==> src/hw/osc_multiplier_control_defs.svh <==
// constants for the oscillator trim and clock multiplier block
// assumes an 8-bit special-function register port clocked at 10 MHz
`ifndef OSC_MULTIPLIER_CONTROL_DEFS_SVH
`define OSC_MULTIPLIER_CONTROL_DEFS_SVH

// register addresses
`define FINE_TRIM_ADDR      8'h9E
`define COARSE_TRIM_ADDR    8'hA2
`define MULT_CTRL_ADDR      8'h97
// multiplier control field positions
`define MULT_EN_BIT         7
`define MULT_INIT_BIT       6
`define MULT_RDY_BIT        5
`define MULT_SCALE_HI       4
`define MULT_SCALE_LO       2
`define MULT_INSEL_HI       1
`define MULT_INSEL_LO       0
// reset values; trim values stand in for the factory calibration
`define COARSE_TRIM_RST     7'h40
`define FINE_TRIM_RST       6'h20
`define MULT_CTRL_RST       8'h00
// input select and system clock source codes
`define INSEL_INT_HALF      2'h0
`define INSEL_EXT_HALF      2'h1
`define INSEL_EXT_FULL      2'h2
`define SYSTEM_CLOCK_SRC_MULT     2'h2
// timing
`define CLK_PERIOD_NS       100
`define MULT_LOCK_NS        1000
`define MULT_LOCK_CYC       ((`MULT_LOCK_NS + `CLK_PERIOD_NS - 1) / `CLK_PERIOD_NS)
// half periods in one slow-input burst (four pulses)
`define BURST_HALVES        4'h8

`endif

==> src/hw/osc_multiplier_control_pkg.sv <==
// types shared by the oscillator trim and clock multiplier block
// assumes osc_multiplier_control_defs.svh for all numeric constants
package osc_multiplier_control_pkg;

  // software-visible multiplier settings
  typedef struct packed {
    logic       enable;
    logic       initialize;
    logic [2:0] scale;
    logic [1:0] insel;
  } mult_ctrl_s;

  // multiplier lifecycle, one-hot
  typedef enum logic [3:0] {
    ST_OFF     = 4'h1,
    ST_ENABLED = 4'h2,
    ST_LOCKING = 4'h4,
    ST_READY   = 4'h8
  } mult_state_e;

endpackage

==> src/hw/osc_multiplier_control.sv <==
// oscillator trim registers and clock multiplier control with slow-input pulse model
// assumes a synchronous register port and oscillator levels sampled on sys_clk
`timescale 1ns/100ps
`default_nettype none
`include "osc_multiplier_control_defs.svh"

module osc_multiplier_control
  import osc_multiplier_control_pkg::*;
(
  // clock, reset, enable
  input  wire logic       sys_clk,
  input  wire logic       rst_n,
  input  wire logic       ce,
  // register port
  input  wire logic [7:0] sfr_addr,
  input  wire logic       sfr_wr,
  input  wire logic       sfr_rd,
  input  wire logic [7:0] sfr_wdata,
  output logic      [7:0] sfr_rdata,
  // oscillator levels and system clock select
  input  wire logic       int_osc_level,
  input  wire logic       ext_osc_level,
  input  wire logic [1:0] system_clock_source_select,
  // trim and multiplier outputs
  output logic      [6:0] coarse_trim,
  output logic      [5:0] fine_trim,
  output mult_ctrl_s      mult_cfg,
  output logic            mult_ready,
  output logic      [2:0] mult_base_factor,
  output logic            mult_clk_out,
  output logic            system_clock_from_mult
);

  localparam logic [3:0] LOCK_CYC = 4'(`MULT_LOCK_CYC);

  // =====================================================================
  // register writes
  // =====================================================================
  logic       wr_coarse;
  logic       wr_fine;
  logic       wr_ctrl;
  logic [6:0] next_coarse;
  logic [5:0] next_fine;
  mult_ctrl_s next_cfg;
  logic [7:0] next_rdata;

  assign wr_coarse = ce && sfr_wr && (sfr_addr == `COARSE_TRIM_ADDR);
  assign wr_fine   = ce && sfr_wr && (sfr_addr == `FINE_TRIM_ADDR);
  assign wr_ctrl   = ce && sfr_wr && (sfr_addr == `MULT_CTRL_ADDR);

  // next register contents; bit 7 of coarse and bits 7:6 of fine are dropped
  always_comb begin
    next_coarse = coarse_trim;
    next_fine   = fine_trim;
    next_cfg    = mult_cfg;
    if (wr_coarse) begin
      next_coarse = sfr_wdata[6:0];
    end
    if (wr_fine) begin
      next_fine = sfr_wdata[5:0];
    end
    // ready bit is not stored, so writes to it have no effect
    if (wr_ctrl) begin
      next_cfg.enable     = sfr_wdata[`MULT_EN_BIT];
      next_cfg.initialize = sfr_wdata[`MULT_INIT_BIT];
      next_cfg.scale      = sfr_wdata[`MULT_SCALE_HI:`MULT_SCALE_LO];
      next_cfg.insel      = sfr_wdata[`MULT_INSEL_HI:`MULT_INSEL_LO];
    end
  end

  // read mux; unmapped addresses read zero
  always_comb begin
    next_rdata = sfr_rdata;
    if (ce && sfr_rd) begin
      case (sfr_addr)
        `COARSE_TRIM_ADDR: next_rdata = {1'b0, coarse_trim};
        `FINE_TRIM_ADDR:   next_rdata = {2'b00, fine_trim};
        `MULT_CTRL_ADDR:   next_rdata = {mult_cfg.enable, mult_cfg.initialize, mult_ready,
                                         mult_cfg.scale, mult_cfg.insel};
        default:           next_rdata = 8'h00;
      endcase
    end
  end

  // new trim takes effect next cycle
  always_ff @(posedge sys_clk or negedge rst_n) begin
    if (!rst_n) begin
      coarse_trim <= `COARSE_TRIM_RST;
      fine_trim   <= `FINE_TRIM_RST;
      mult_cfg    <= mult_ctrl_s'(7'(`MULT_CTRL_RST));
      sfr_rdata   <= 8'h00;
    end else if (ce) begin
      coarse_trim <= next_coarse;
      fine_trim   <= next_fine;
      mult_cfg    <= next_cfg;
      sfr_rdata   <= next_rdata;
    end
  end

  // =====================================================================
  // multiplier lifecycle
  // =====================================================================
  mult_state_e state;
  mult_state_e next_state;
  logic [3:0]  lock_cnt;
  logic [3:0]  next_lock_cnt;

  // lock time is a fixed model; the real loop settles on its own schedule
  always_comb begin
    next_state    = state;
    next_lock_cnt = lock_cnt;
    case (state)
      ST_OFF: begin
        if (next_cfg.enable) begin
          next_state = ST_ENABLED;
        end
      end
      ST_ENABLED: begin
        if (!next_cfg.enable) begin
          next_state = ST_OFF;
        end else if (wr_ctrl && sfr_wdata[`MULT_INIT_BIT]) begin
          next_state    = ST_LOCKING;
          next_lock_cnt = LOCK_CYC;
        end
      end
      ST_LOCKING: begin
        if (!next_cfg.enable) begin
          next_state = ST_OFF;
        end else if (lock_cnt <= 4'h1) begin
          next_state    = ST_READY;
          next_lock_cnt = 4'h0;
        end else begin
          next_lock_cnt = lock_cnt - 4'h1;
        end
      end
      ST_READY: begin
        if (!next_cfg.enable) begin
          next_state = ST_OFF;
        end else if (wr_ctrl && sfr_wdata[`MULT_INIT_BIT]) begin
          next_state    = ST_LOCKING;
          next_lock_cnt = LOCK_CYC;
        end
      end
      default: begin
        next_state    = ST_OFF;
        next_lock_cnt = 4'h0;
      end
    endcase
  end

  always_ff @(posedge sys_clk or negedge rst_n) begin
    if (!rst_n) begin
      state    <= ST_OFF;
      lock_cnt <= 4'h0;
    end else if (ce) begin
      state    <= next_state;
      lock_cnt <= next_lock_cnt;
    end
  end

  // ready only in the settled state
  assign mult_ready = (state == ST_READY);

  // =====================================================================
  // input selection and slow-input pulse bursts
  // =====================================================================
  logic       int_prev;
  logic       ext_prev;
  logic       int_half;
  logic       ext_half;
  logic [3:0] burst_left;
  logic [2:0] next_base;
  logic       next_sys_mult;
  logic       next_int_half;
  logic       next_ext_half;
  logic [3:0] next_burst;
  logic       in_edge;
  logic       int_rise;
  logic       ext_rise;

  assign int_rise = int_osc_level && !int_prev;
  assign ext_rise = ext_osc_level && !ext_prev;

  // halved inputs take every second rising edge
  always_comb begin
    next_int_half = int_rise ? !int_half : int_half;
    next_ext_half = ext_rise ? !ext_half : ext_half;
    case (mult_cfg.insel)
      `INSEL_INT_HALF: in_edge = int_rise && int_half;
      `INSEL_EXT_HALF: in_edge = ext_rise && ext_half;
      `INSEL_EXT_FULL: in_edge = ext_rise;
      default:         in_edge = 1'b0;
    endcase
  end

  // four pulses then idle until next edge
  // base factor two for halved inputs, four for full
  always_comb begin
    next_burst = burst_left;
    if (!mult_ready) begin
      next_burst = 4'h0;
    end else if (in_edge && burst_left == 4'h0) begin
      next_burst = `BURST_HALVES;
    end else if (burst_left != 4'h0) begin
      next_burst = burst_left - 4'h1;
    end
    next_base     = (mult_cfg.insel == `INSEL_EXT_FULL) ? 3'h4 : 3'h2;
    next_sys_mult = (system_clock_source_select == `SYSTEM_CLOCK_SRC_MULT);
  end

  always_ff @(posedge sys_clk or negedge rst_n) begin
    if (!rst_n) begin
      int_prev         <= 1'b0;
      ext_prev         <= 1'b0;
      int_half         <= 1'b0;
      ext_half         <= 1'b0;
      burst_left       <= 4'h0;
      mult_clk_out     <= 1'b0;
      mult_base_factor <= 3'h2;
      system_clock_from_mult <= 1'b0;
    end else if (ce) begin
      int_prev         <= int_osc_level;
      ext_prev         <= ext_osc_level;
      int_half         <= next_int_half;
      ext_half         <= next_ext_half;
      burst_left       <= next_burst;
      mult_clk_out     <= next_burst[0];
      mult_base_factor <= next_base;
      system_clock_from_mult <= next_sys_mult;
    end
  end
endmodule // osc_multiplier_control
`default_nettype wire

==> config.mk <==
export PLATFORM = sky130hd
export DESIGN_NAME = osc_multiplier_control
export DESIGN_NICKNAME = d
export VERILOG_FILES = /design/src/hw/osc_multiplier_control_pkg.sv /design/src/hw/osc_multiplier_control.sv
export VERILOG_INCLUDE_DIRS = /design/src /design/src/hw
export SDC_FILE = /design/constraint.sdc
export NUM_CORES = 1
export LEC_CHECK = 0
export BUFFER_PORTS_ARGS = -buffer_cell sky130_fd_sc_hd__buf_2
export CAP_MARGIN = 10
export CORE_ASPECT_RATIO = 1.25
export CORE_MARGIN = 2
export CORE_UTILIZATION = 43
export DETAILED_ROUTE_END_ITERATION = 8
export PLACE_DENSITY = 0.68
export SLEW_MARGIN = 25
export SYNTH_ARGS = -nofsm -noshare
export SYNTH_HDL_FRONTEND = slang
export SYNTH_SLANG_ARGS = --single-unit
==> constraint.sdc <==
create_clock -name sys_clk -period 2.6 [get_ports sys_clk]
set_input_delay 0.52 -clock sys_clk [delete_from_list [all_inputs] [get_ports sys_clk]]
set_output_delay 0.52 -clock sys_clk [all_outputs]
set_load 0.01 [all_outputs]
==> flow_summary.json <==
{
  "outcome": "finished clean",
  "worstMarginPinSlew_ns": 0.763,
  "setup_viol": 0,
  "cp_cell_sequence": "inv_1 > ha_1 > nor2_1 > o31ai_1 > o21ai_0 > a211oi_1 > o2bb2ai_1",
  "finalCriticalPeriod_ns": 2.27,
  "finalWirelength_um": 5450,
  "synth.yosys.seq_area_share_pct": 50.0,
  "grt-ovfl-total": 0,
  "cts_max_level": 2,
  "end_kind": "flip-flop",
  "fp.coreArea_um2": 5370,
  "area_delta_synth_final_pct": 20.9,
  "dieHeight_um": 86.9,
  "worstPathArrival_ns": 2.50,
  "crit_type": "flip-flop to flip-flop",
  "cts_tree": "done",
  "grt_pass1_vias": 1897,
  "rsz0062_at_grt": "false",
  "p_leak_nw": 1.40,
  "synthDistinctLibCells": 56,
  "synth_edf_count": 0,
  "worst_path_largest_cell_delay_ns": 0.56,
  "detail_route.wl_per_cell_um": 15.9,
  "post_cts_buffers": 0,
  "synth_seq_cells": 47,
  "numCtsBuffers": 5,
  "cts.sinks": 47,
  "dp_hpwl_um": 4000,
  "clk_latency_ns": 0.30,
  "ys_warn_count": 0,
  "setup_slack_ns": 0.329,
  "peakVddDrop_uv": 208,
  "grt_pass1_wl_um": 9120,
  "hold_buffers": 0,
  "p_per_area_nw_per_um2": 511,
  "maxSlewViolCount": 0,
  "r2r_end": "state[2]",
  "cap_violations": 0,
  "cts.clk_slew.worst_paths_ns": 0.09,
  "dp_slack_ns": 0.354,
  "cp_max_fo": 6,
  "row_count": 30,
  "vias": 1981,
  "drtIter0Drc": 199,
  "mostFrequentLayoutCells": "57 x buf_2, 43 x dfrtp_1, 20 x mux2_2",
  "relSlewSlack_pct": 48.3,
  "finalHoldViolations": 0,
  "reg2regPathDepth": 7,
  "drc": 0,
  "antenna_found_initial": 0,
  "syn_nets": 241,
  "clockBufferDepth": 2,
  "post-route-period-util_pct": 87.3,
  "max_freq_ghz": 0.440,
  "syn_inst": 213,
  "reg2reg_slack_ns": 0.33,
  "r2r-start": "lock_cnt[0]",
  "drive_above_1_share_pct": 38.2,
  "critPathRequiredTime_ns": 2.83,
  "ys.flop_type": "dfrtp_1",
  "nets": 307,
  "synth.largest_area_cell": "dfrtp_1",
  "die_w_um": 70.3,
  "die_area_um2": 6110,
  "critPathSlowestCell": "o31ai_1",
  "num_io_pins": 59,
  "gp_congestion": 0.866,
  "post_synth.cell_area_avg_um2": 11.1,
  "viasPerCell": 5.76,
  "grt.total_usage_pct": 19.0,
  "antenna_cells": 0,
  "drtPass1Iterations": 4,
  "fill_cells": 499,
  "clock-root-buffer": "clkbuf_8",
  "initial_core_util_pct": 44.0,
  "skew_ns": 0.00604,
  "syn-cell-area_um2": 2360,
  "ant_nets": 0,
  "synth_area_leaders": "dfrtp_1 46%, mux2_2 9.5%, dfstp_2 4.4%",
  "hold_class": "input pin to asynchronous set/reset pin",
  "layout_commonest_cell": "buf_2",
  "tns_ns": 0,
  "synth.top_cell.area_share_pct": 45.5,
  "grt_max_degree": 48,
  "async_flop_share_pct": 100,
  "start_kind": "flip-flop",
  "port_buffers": 57,
  "cts_resized": 0
}
==> stage by stage <==
step                instance area, um^2  hold slack [ns]  util [%]  std cells  total power [mW]
floorplan                          2360            0.224         -        213             0.917
global placement                   2760            0.459      51.4        336             0.991
detailed placement                 2760            0.467      51.4        336             0.998
CTS                                2860            0.312      53.2        344              1.48
global route                       2860            0.356      53.2        344              1.53
finish                             2860            0.294      53.2        344              1.46
==> power by group <==
part / switching [mW] / internal, mW
clock: 0.259 / 0.217
sequential: 0.0359 / 0.772
combinational: 0.0961 / 0.0787
total: 0.391 / 1.07
==> cells by family after synthesis <==
family | count (synthesis) | synth area share, %
AOI/OAI and AO/OA | 56 | 17.1
and+or+nand+nor | 55 | 14.3
DFF | 47 | 50.0
buffers and inverters | 25 | 4.34
muxes | 23 | 11.4
adders and majority gates | 3 | 1.59
xor gates and xnor gates | 3 | 1.11
other | 1 | 0.159
==> Yosys cell counts, drive strengths merged, types with 2 or more instances <==
cell and count:
a211oi 3, nor4 4, o22ai 2, mux2 22
inv 19, nor3 2, a21oi 2, nand3b 3
nor2b 2, nor2 3, xnor2 2, buf 3
nand4 2, dfrtp 43, nand3 7, and3 2
dfstp 4, ha 3, a2111oi 2, a222oi 6
a22oi 4, nor3b 2, clkbuf 3, a31o 2
a31oi 4, nand2 18, o2bb2ai 5, o21ai 17
o32ai 2
==> flip-flops by register name (all words and copies together), names as in the netlist <==
signal                  cells
state                       4
mult_clk_out                1
mult_base_factor            2
int_prev                    1
mult_cfg                    7
lock_cnt                    4
coarse_trim                 7
burst_left                  3
fine_trim                   6
ext_prev                    1
int_half                    1
ext_half                    1
system_clock_from_mult      1
sfr_rdata                   8
==> worst max-delay path, delay by kind of cell, from the launching register on <==
family / cells / cell delay [ns]
compound gates: 4 / 1.42
fa+ha+maj: 1 / 0.19
buf+inv: 1 / 0.10
flops: 1 / 0.42
simple gates: 1 / 0.07
==> how the worst max path moves through the flow <==
stage | from | endpoint | cells after the start
final | lock_cnt[0] | state[2] | 7
after global routing | lock_cnt[0] | state[3] | 7
after CTS | lock_cnt[0] | state[2] | 7
after detailed placement | sfr_addr[5] | lock_cnt[1] | 6
after global placement | lock_cnt[0] | state[3] | 7
after floorplan | sfr_addr[6] | lock_cnt[0] | 5
==> final cells by class <==
class	instances	area [um^2]	area share [%]
multi-input cells	141	1080	37.8
inverters	19	71.3	2.50
clock inverters	2	16.3	0.569
well taps	64	80.1	2.80
clock buffers	6	82.6	2.89
repair buffers	65	345	12.1
flip-flops and latches	47	1180	41.3
==> metal layers <==
metal,part of all wire (%),global-route usage [%]
met1,41,23.3
met2,54,33.8
met3,4.9,3.59
met4,0.73,5.77
met5,0,0
(Power assumes the default switching activity.)
